File: src/hdl/rss_pkg.sv
// Package with constants and types for the reset and standby supply handshake block.
package rss_pkg;

    // ----------------------------------------
    // Clock and timing
    // ----------------------------------------
    localparam int CLK_MHZ = 20;
    localparam int FUNC_RESET_TIME_US = 545;
    localparam int DESTR_RESET_TIME_US = 1370;
    localparam int POR_RESET_TIME_US = 1500;
    // All times convert to whole cycles exactly, with no rounding.
    localparam int FUNC_RESET_CYCLES = FUNC_RESET_TIME_US * CLK_MHZ;
    localparam int DESTR_RESET_CYCLES = DESTR_RESET_TIME_US * CLK_MHZ;
    localparam int POR_RESET_CYCLES = POR_RESET_TIME_US * CLK_MHZ;
    localparam int GLITCH_REJECT_NS = 17;
    localparam int MIN_ACCEPT_NS = 400;
    localparam int CLK_PERIOD_NS = 50;
    // Pulses of up to 17 ns cannot span a 50 ns sample reliably; require a run of samples
    // no longer than the shortest accepted pulse (400 ns divides to exactly 8 samples).
    localparam int FILTER_SAMPLES = MIN_ACCEPT_NS / CLK_PERIOD_NS;
    localparam int HIZ_CYCLES = 4;
    localparam int CNT_W = 16;
    localparam int TOTAL_W = 24;

    // ----------------------------------------
    // Types
    // ----------------------------------------
    typedef enum logic [2:0] {
        RSS_RUN = 3'b000,
        RSS_FUNC = 3'b001,
        RSS_DESTR = 3'b011,
        RSS_POR = 3'b010,
        RSS_STBY_ENTRY = 3'b110,
        RSS_STBY = 3'b111,
        RSS_STBY_EXIT = 3'b101
    } rss_state_t;

    typedef struct packed {
        logic porN;
        logic resetPadN;
        logic supplyGood;
    } rss_pins_t;

endpackage

File: src/hdl/rss_reset_standby.sv
// Reset sequencer with reset pad filter, brownout pad control and standby supply handshake.
`timescale 1ns/10ps

module rss_reset_standby #(
    parameter int FUNC_CYCLES = rss_pkg::FUNC_RESET_CYCLES,
    parameter int DESTR_CYCLES = rss_pkg::DESTR_RESET_CYCLES,
    parameter int POR_CYCLES = rss_pkg::POR_RESET_CYCLES
) (
    // Clock and reset
    input wire logic ref_clk,
    input wire logic rst_n,
    // Pins from the power IC and board
    input wire rss_pkg::rss_pins_t pinsIn,
    input wire logic coreBrownout,
    // Requests from the system
    input wire logic destructiveReq,
    input wire logic functionalReq,
    input wire logic standbyReq,
    // Reset pad drive, output enable is active low
    output logic resetPadOut,
    output logic resetPadOe_n,
    // Status and standby pin
    output logic standby_request_out_n,
    output logic inReset,
    output logic [rss_pkg::TOTAL_W-1:0] totalResetCycles
);
    import rss_pkg::*;

    // ----------------------------------------
    // Input synchronisers
    // ----------------------------------------
    rss_pins_t syncA_reg;
    rss_pins_t syncB_reg;

    always_ff @(posedge ref_clk or negedge rst_n)
    begin
        if (!rst_n)
        begin
            syncA_reg <= 3'h6;
            syncB_reg <= 3'h6;
        end
        else
        begin
            syncA_reg <= pinsIn;
            syncB_reg <= syncA_reg;
        end
    end

    wire logic porActive = !syncB_reg.porN;
    wire logic supplyGood = syncB_reg.supplyGood;

    // ----------------------------------------
    // Reset pad filter
    // ----------------------------------------
    logic [3:0] padLowCnt_reg;
    logic padReq;

    always_ff @(posedge ref_clk or negedge rst_n)
    begin
        if (!rst_n)
            padLowCnt_reg <= 4'h0;
        else if (syncB_reg.resetPadN || !resetPadOe_n)
            padLowCnt_reg <= 4'h0;
        else if (padLowCnt_reg != 4'(FILTER_SAMPLES))
            padLowCnt_reg <= padLowCnt_reg + 4'h1;
    end

    // Our own drive is excluded so a sequence does not retrigger itself from the pad.
    // The request fires on the edge that takes the last of the required low samples.
    assign padReq = (padLowCnt_reg == 4'(FILTER_SAMPLES - 1)) && !syncB_reg.resetPadN && resetPadOe_n;

    // ----------------------------------------
    // Sequencer
    // ----------------------------------------
    rss_state_t state_reg;
    logic [CNT_W-1:0] seqCnt_reg;
    logic supplyLost;
    logic destrEvent;

    // Loss of supply-good outside standby without POR is treated as a power-on reset.
    assign supplyLost = !supplyGood && !porActive && (state_reg != RSS_STBY) && (state_reg != RSS_STBY_EXIT)
        && (state_reg != RSS_STBY_ENTRY);
    assign destrEvent = destructiveReq || coreBrownout;

    function automatic logic [CNT_W-1:0] seqLen(input rss_state_t s);
        case (s)
            RSS_FUNC: seqLen = CNT_W'(FUNC_CYCLES - 1);
            // The functional phase that follows is part of the whole sequence, so it is taken off here.
            RSS_DESTR: seqLen = CNT_W'(DESTR_CYCLES - FUNC_CYCLES - 1);
            RSS_POR: seqLen = CNT_W'(POR_CYCLES - FUNC_CYCLES - 1);
            default: seqLen = '0;
        endcase
    endfunction

    always_ff @(posedge ref_clk or negedge rst_n)
    begin
        if (!rst_n)
        begin
            state_reg <= RSS_POR;
            seqCnt_reg <= '0;
        end
        else if (porActive || supplyLost || (state_reg == RSS_STBY_ENTRY && porActive))
        begin
            state_reg <= RSS_POR;
            seqCnt_reg <= '0;
        end
        else if (destrEvent && state_reg != RSS_DESTR)
        begin
            state_reg <= RSS_DESTR;
            seqCnt_reg <= '0;
        end
        else if (destrEvent)
        begin
            seqCnt_reg <= '0;
        end
        else
        begin
            case (state_reg)
                RSS_FUNC, RSS_DESTR, RSS_POR:
                begin
                    if (seqCnt_reg == seqLen(state_reg))
                    begin
                        // Destructive and power-on sequences run on into the functional phase.
                        state_reg <= (state_reg == RSS_FUNC) ? RSS_RUN : RSS_FUNC;
                        seqCnt_reg <= '0;
                    end
                    else
                        seqCnt_reg <= seqCnt_reg + 1'b1;
                end
                RSS_RUN:
                begin
                    if (padReq || functionalReq)
                        state_reg <= RSS_FUNC;
                    else if (standbyReq)
                        state_reg <= RSS_STBY_ENTRY;
                end
                RSS_STBY_ENTRY:
                begin
                    if (!supplyGood)
                        state_reg <= RSS_STBY;
                end
                RSS_STBY:
                begin
                    if (!standbyReq)
                        state_reg <= RSS_STBY_EXIT;
                end
                RSS_STBY_EXIT:
                begin
                    if (supplyGood)
                        state_reg <= RSS_RUN;
                end
                default: state_reg <= RSS_POR;
            endcase
        end
    end

    // ----------------------------------------
    // Total time in reset
    // ----------------------------------------
    // The total survives restarts and clears only when a fresh reset begins outside a sequence.
    always_ff @(posedge ref_clk or negedge rst_n)
    begin
        if (!rst_n)
            totalResetCycles <= '0;
        else if (state_reg == RSS_FUNC || state_reg == RSS_DESTR || state_reg == RSS_POR)
            totalResetCycles <= totalResetCycles + 1'b1;
        else if (destrEvent || porActive || supplyLost || (state_reg == RSS_RUN && (padReq || functionalReq)))
            totalResetCycles <= '0;
    end

    // ----------------------------------------
    // Pad drive and outputs
    // ----------------------------------------
    logic [2:0] hizCnt_reg;
    logic resetting;

    assign resetting = (state_reg == RSS_FUNC || state_reg == RSS_DESTR || state_reg == RSS_POR);

    // On brownout or core droop the pad floats while it lasts and 4 cycles after, before being pulled low.
    always_ff @(posedge ref_clk or negedge rst_n)
    begin
        if (!rst_n)
            hizCnt_reg <= '0;
        else if (coreBrownout)
            hizCnt_reg <= 3'(HIZ_CYCLES);
        else if (hizCnt_reg != 3'h0)
            hizCnt_reg <= hizCnt_reg - 3'h1;
    end

    always_ff @(posedge ref_clk or negedge rst_n)
    begin
        if (!rst_n)
        begin
            resetPadOut <= 1'b0;
            resetPadOe_n <= 1'b1;
            inReset <= 1'b1;
            standby_request_out_n <= 1'b1;
        end
        else
        begin
            resetPadOut <= 1'b0;
            resetPadOe_n <= !(resetting && hizCnt_reg == 3'h0 && !coreBrownout);
            inReset <= resetting;
            standby_request_out_n <= !(state_reg == RSS_STBY_ENTRY || state_reg == RSS_STBY);
        end
    end

    // ----------------------------------------
    // Checks
    // ----------------------------------------
    a_por_restart: assert property (@(posedge ref_clk) disable iff (!rst_n)
        porActive |=> state_reg == RSS_POR && seqCnt_reg == '0)
        else $error("POR did not restart sequence");
    a_total_keeps: assert property (@(posedge ref_clk) disable iff (!rst_n)
        resetting |=> totalResetCycles == $past(totalResetCycles) + 24'h1)
        else $error("Reset total lost");
    a_seq_bound: assert property (@(posedge ref_clk) disable iff (!rst_n)
        seqCnt_reg <= seqLen(state_reg))
        else $error("Sequence count over bound");
    a_pad_filter: assert property (@(posedge ref_clk) disable iff (!rst_n)
        (state_reg == RSS_RUN && padReq && !porActive && !supplyLost && !destrEvent) |=> state_reg == RSS_FUNC)
        else $error("Filtered pad request ignored");
    a_brown_hiz: assert property (@(posedge ref_clk) disable iff (!rst_n)
        coreBrownout |=> resetPadOe_n)
        else $error("Pad driven during brownout float");
    a_droop_low: assert property (@(posedge ref_clk) disable iff (!rst_n)
        $fell(coreBrownout) ##0 !porActive |-> ##[1:8] !resetPadOe_n)
        else $error("Pad not driven low after droop");
    a_stby_pin: assert property (@(posedge ref_clk) disable iff (!rst_n)
        (state_reg == RSS_STBY) |=> !standby_request_out_n)
        else $error("Standby request not asserted");
    a_supply_por: assert property (@(posedge ref_clk) disable iff (!rst_n)
        supplyLost |=> state_reg == RSS_POR)
        else $error("Supply loss did not start POR");
    a_stby_abort: assert property (@(posedge ref_clk) disable iff (!rst_n)
        (state_reg == RSS_STBY_ENTRY && porActive) |=> state_reg == RSS_POR ##1 standby_request_out_n)
        else $error("Standby entry not aborted by POR");
    a_sync_path: assert property (@(posedge ref_clk) disable iff (!rst_n)
        syncB_reg == $past(syncA_reg))
        else $error("Synchroniser stage skipped");

endmodule

File: config.mk
export PLATFORM = sky130hd
export DESIGN_NAME = rss_reset_standby
export DESIGN_NICKNAME = d
export VERILOG_FILES = /design/src/hdl/rss_pkg.sv /design/src/hdl/rss_reset_standby.sv
export SDC_FILE = /design/constraint.sdc
export NUM_CORES = 1
export LEC_CHECK = 0
export BUFFER_PORTS_ARGS = -buffer_cell sky130_fd_sc_hd__buf_2
export CAP_MARGIN = 20
export CORE_MARGIN = 5
export CORE_UTILIZATION = 58
export DETAILED_ROUTE_END_ITERATION = 12
export PLACE_DENSITY = 0.79
export SYNTH_ARGS = -nofsm -noshare
export SYNTH_HDL_FRONTEND = slang
export SYNTH_SLANG_ARGS = --single-unit
File: constraint.sdc
create_clock -name ref_clk -period 2.3 [get_ports ref_clk]
set_input_delay 0.69 -clock ref_clk [delete_from_list [all_inputs] [get_ports ref_clk]]
set_output_delay 0.69 -clock ref_clk [all_outputs]
set_load 0.02 [all_outputs]
==> reports/results.ini, run 1 <==
[finish]
final_nets=407
final_cells=469
largest_reg_flops=24
drive_above_1_share_pct=22.7
num-fill-cells=438
diodes=0
area_growth_pct=16.8

[global_route]
grt_overflow_total=0
grt_max_degree=60
grt_use_total_pct=21.8
grt_pass1_wl_um=12500
antenna_found_initial=0
grt_pass1_vias=2614

[worst_setup_path]
critical_path_class=flip-flop to flip-flop
rr_worst_depth=6
r2r_slack_ps=5
startpoint_type=flip-flop
worstSetupStartpoint=seqCnt_reg[10]
rr_startpoint=seqCnt_reg[10]
worstPathMaxFanout=4
crit_required_ps=2530
reg2reg_to=seqCnt_reg[4]
cp-end-kind=flip-flop
crit_path_end=seqCnt_reg[4]
cp.arrival_ps=2520

[power_and_ir_drop]
cellLeakagePower_nw=1.54
internal-power_w=0.00193
finalPower_w=0.00289
switching_share_pct=33.1
net-switching-power_w=0.000957
pwr-share-seq_pct=47.5
clkPwrFrac_pct=32.3
p_per_area_mw_per_mm2=774
peakVddDrop_uv=572
p_comb_share_pct=20.1

[routing]
drt_iter0_drc=202
ant_nets=0
num_vias=2803
wl_um=7200
drc=0
viasPerCell=5.98
routedWlPerCell_um=15.4
drtPass1Iterations=5

[clock_network]
htreeDepth=3
cts.path.max_buffers=2
clk_latency_ps=340
clk_pin_slew_ps=70
clkSinkCount=59
numCtsBuffers=9
tritoncts=done
cts.root.buffer_cell=clkbuf_8
post-cts-setup-buffers=0

[min_path]
hp-class=input port to async pin

[place]
hpwl_um=4900
port_buffers=35
gp_congestion=0.882
dp_cells=453

[timing]
min_period_ps=2300
fin_crit_sh_pct=99.8
fin_worst_skew_ps=9.50
tightestPinTransition_ps=534
hold_viol_final=0
rsz0062_at_grt=yes
max_freq_mhz=436
setup_tns_ps=0
hold_slack_ps=340
relSlewSlack_pct=63.8
setup_viol=0
drv_slew=0

[yosys]
syn_inst=344
synth_cell_types=57
synth_top_area_share_pct=40.0
synthTopCellsByCount=dfrtp_1, o21ai_0, nor2_1, nand2_1, a21oi_1
yosysWarnings=0
netlist_top_cells_area=dfrtp_1, o21ai_0, dfstp_2
syn_avg_cell_area_um2=9.29
ys_seq_area_share_pct=46.5
synth_top_area_cell=dfrtp_1
synth_area_mm2=0.00319
async_flop_share_pct=100
synth_most_common_cell=dfrtp_1
yosys_most_used_dff=dfrtp_1
synth_nets=359
yosys_register_bits=59
synth_edf_count=0

[flow_run]
drv_cap=0

[floorplan]
die_area_mm2=0.00709
placementRows=27
boundaryPins=37
die-height_um=84.2
fp.coreArea_mm2=0.00544
start_util_pct=58.7
die_w_um=84.2

[status]
status=finished clean

[worst min path at each step]
stage                       endpoint  slack [ps]  depth (start not counted)
global placement        syncB_reg[1]         350                          0
detailed placement        supplyGood         350                          0
floorplan                 supplyGood         330                          0
CTS                 padLowCnt_reg[1]         350                          2
finish                  syncA_reg[0]         340                          2
global route            syncA_reg[0]         340                          2
[kinds of logic (layout without fill, tap and decap cells)]
kind of cell / Yosys count / after routing / synth area share (%)
AOI/OAI and AO/OA: 106 / 106 / 21.1
and+or+nand+nor: 128 / 128 / 20.4
buffers and inverters: 26 / 79 / 4.31
xor gates and xnor gates: 14 / 14 / 3.84
muxes: 3 / 3 / 1.02
adders and majority gates: 7 / 7 / 2.66
DFF: 59 / 59 / 46.5
other: 1 / 1 / 0.117
[stage by stage]
step,utilization [%],instance area (um2),worst slack [ps]
2_1_floorplan,-,3190,211
3_3_place_gp,64.9,3530,87.1
3_5_place_dp,64.9,3530,-118
4_1_cts,68.6,3730,20.6
5_1_grt,68.6,3730,-77.8
6_report,68.6,3730,4.93
[power by group through the flow]
stage               registers [W]  logic, W  clock network, W
detailed placement        0.00138  0.000588                 0
floorplan                 0.00149  0.000244                 0
global route              0.00141  0.000647           0.00100
finish                    0.00137  0.000581          0.000934
CTS                       0.00137  0.000590          0.000950
global placement          0.00138  0.000561                 0
[worst max-delay path, cell delays in order, from the launching register on]
cell	delay, ps
dfrtp_1	400
or4_4	550
a2111oi_4	280
o311ai_1	220
o31ai_2	360
o21ai_1	130
a22o_1	250
[layout make-up]
| cell class | count | area [um2] | area share [%] |
|---|---|---|---|
| repair buffers | 53 | 348 | 9.32 |
| multi-input cells | 259 | 1580 | 42.2 |
| well taps | 72 | 90.1 | 2.41 |
| clock buffers | 11 | 141 | 3.79 |
| inverters | 10 | 37.5 | 1.01 |
| flip-flops and latches | 59 | 1490 | 39.8 |
| clock inverters | 5 | 52.6 | 1.41 |
[timing repair]
item	CTS	global route
gates resized for setup	1	1
hold buffers	0	0
endpoints found under the setup margin	1	15
[cells in the final DEF, fill, tap and decap left out, types with 11 or more instances in the layout]
cell type  count
nand3_1       13
a21oi_1       15
nand2_1       26
nor2_1        34
and3_1        12
o21ai_0       47
buf_2         35
buf_4         15
nand4_1       11
dfrtp_1       51
[routing by layer]
metal	wire, um	global-route usage (%)	vias up
met5	0	0	-
met4	100	6.29	0
met3	363	6.38	13
met2	3450	34.7	76
met1	3280	29.2	1365
li1	-	-	1349
(Power assumes the default switching activity.)
==> run 2: changes to the inputs <==
--- a/config.mk
+++ b/config.mk
@@ -7,6 +7,7 @@
 export LEC_CHECK = 0
 export BUFFER_PORTS_ARGS = -buffer_cell sky130_fd_sc_hd__buf_2
 export CAP_MARGIN = 20
+export CORE_ASPECT_RATIO = 0.5
 export CORE_MARGIN = 5
 export CORE_UTILIZATION = 58
 export DETAILED_ROUTE_END_ITERATION = 12
==> reports/results.ini, run 2 (synthesis results as in run 1) <==
[status]
status=finished with violations  ; was finished clean
violations=setup timing

[finish]
largest_reg_flops=24  ; unchanged
drive_above_1_share_pct=22.8  ; was 22.7%
final_cells=467  ; was 469
diodes=0  ; unchanged
finalInstanceArea_mm2=0.00377  ; was 0.00373 mm2
layout_commonest_cell=dfrtp_1  ; unchanged
area_growth_pct=18.2  ; was 16.8%
final_nets=404  ; was 407
final_cell_mix=dfrtp_1, o21ai_0, buf_2  ; unchanged

[place]
port_buffers=35  ; unchanged
hpwl_um=5020  ; was 4900 um
dp_cells=451  ; was 453
postPlaceCellArea_mm2=0.00350  ; was 0.00353 mm2
gp_congestion=0.920  ; was 0.882

[timing]
rsz0062_at_grt=yes  ; unchanged
setup_tns_ps=-10.4  ; was 0 ps
min_period_ps=2310  ; was 2300 ps
relSlewSlack_pct=59.2  ; was 63.8%
setup_viol=1  ; was 0
worst_slack_ps=-10.4  ; was 4.93 ps
fin_crit_sh_pct=100  ; was 99.8%
drv_slew=0  ; unchanged
hold_viol_final=0  ; unchanged
max_freq_mhz=433  ; was 436 MHz
fin_worst_skew_ps=8.98  ; was 9.50 ps
hold_slack_ps=352  ; was 340 ps
tightestPinTransition_ps=612  ; was 534 ps

[routing]
routedWlPerCell_um=16.2  ; was 15.4 um
ant_nets=0  ; unchanged
viasPerCell=6.06  ; was 5.98
drtPass1Iterations=4  ; was 5
num_vias=2832  ; was 2803
drc=0  ; unchanged
wl_um=7550  ; was 7200 um
drt_iter0_drc=199  ; was 202

[floorplan]
fp.coreArea_mm2=0.00542  ; was 0.00544 mm2
die_area_mm2=0.00718  ; was 0.00709 mm2
die-height_um=62.5  ; was 84.2 um
boundaryPins=37  ; unchanged
start_util_pct=58.9  ; was 58.7%
placementRows=19  ; was 27
die_w_um=115  ; was 84.2 um

[worst_setup_path]
startpoint_type=flip-flop  ; unchanged
critical_path_class=flip-flop to flip-flop  ; unchanged
crit_chain=or4_4 > a2111oi_4 > o311ai_4 > o31ai_4 > o21ai_1 > a22o_1  ; was or4_4 > a2111oi_4 > o311ai_1 > o31ai_2 > o21ai_1 > a22o_1
cp.arrival_ps=2540  ; was 2520 ps
crit_path_end=seqCnt_reg[4]  ; unchanged
crit_required_ps=2530  ; about the same
cp_num_cells=6  ; unchanged
worstSetupStartpoint=seqCnt_reg[10]  ; unchanged
slowest_delay_ps=560  ; was 550 ps
worstPathMaxFanout=4  ; unchanged
rr_startpoint=seqCnt_reg[10]  ; unchanged
r2r_slack_ps=-10  ; was 5 ps
crit_family=compound AO/OA/AOI/OAI gates  ; unchanged
cp-end-kind=flip-flop  ; unchanged
reg2reg_to=seqCnt_reg[4]  ; unchanged
critical-path-slowest-cell=or4_4  ; unchanged
critPathBufInv=0  ; unchanged
rr_worst_depth=6  ; unchanged

[min_path]
hp-class=input port to async pin  ; unchanged

[global_route]
grt_use_total_pct=22.6  ; was 21.8%
grt_max_degree=35  ; was 60
grt_pass1_vias=2777  ; was 2614
grt_pass1_wl_um=13000  ; was 12500 um
antenna_found_initial=0  ; unchanged
grt_overflow_total=0  ; unchanged

[clock_network]
clkSinkCount=59  ; unchanged
post-cts-setup-buffers=0  ; unchanged
ctsResizeCount=0  ; was 1
clk_latency_ps=350  ; was 340 ps
clk_pin_slew_ps=70  ; about the same
numCtsBuffers=9  ; unchanged
htreeDepth=3  ; unchanged
cts.path.max_buffers=2  ; unchanged
cts.root.buffer_cell=clkbuf_8  ; unchanged
hold_buffers=0  ; unchanged
tritoncts=done  ; unchanged

[flow_run]
drv_cap=0  ; unchanged

[power_and_ir_drop]
peakVddDrop_uv=542  ; was 572 uV
cellLeakagePower_nw=1.54  ; about the same
p_per_area_mw_per_mm2=802  ; was 774 mW/mm2

==> run 2: cell type report <==
type	count	area [um2]
Inverter	10	37.5
Clock buffer	10	138
Clock inverter	6	88.8
Multi-Input combinational cell	259	1620
Tap cell	73	91.3
Fill cell	411	1650
Timing Repair Buffer	50	313
Sequential cell	59	1490
==> run 2: how the worst min path moves through the flow <==
stage	to	slack [ps]	start	depth (start not counted)
finish	hizCnt_reg[1]	350	rst_n	1
global placement	supplyGood	330	syncA_reg[0]	0
floorplan	supplyGood	330	syncA_reg[0]	0
CTS	supplyGood	350	syncA_reg[0]	0
detailed placement	supplyGood	340	syncA_reg[0]	0
global route	syncB_reg[1]	360	syncA_reg[1]	0
==> run 2: report_power, final <==
group          internal (W)  total, W  switching [W]
logic              0.000216  0.000589       0.000372
clock network      0.000638   0.00106       0.000426
registers           0.00119   0.00137       0.000185
total               0.00204   0.00303       0.000984
==> run 2: routing by layer <==
layer / share of wire, % / vias to the layer above / GRT usage [%]
li1: - / 1348 / -
met1: 43 / 1389 / 29.3
met2: 48 / 80 / 36.0
met3: 6.2 / 15 / 8.12
met4: 1.9 / 0 / 6.30
met5: 0 / - / 0
==> run 2: per-stage QoR <==
| stage | util [%] | power (W) | worst slack, ps |
|---|---|---|---|
| 3_5_place_dp | 64.5 | 0.00197 | -0.562 |
| 6_report | 69.6 | 0.00303 | -10.4 |
| 4_1_cts | 68.7 | 0.00305 | 24.3 |
| 5_1_grt | 69.6 | 0.00321 | -65.9 |
| 2_1_floorplan | - | 0.00173 | 211 |
| 3_3_place_gp | 64.5 | 0.00193 | 84.0 |
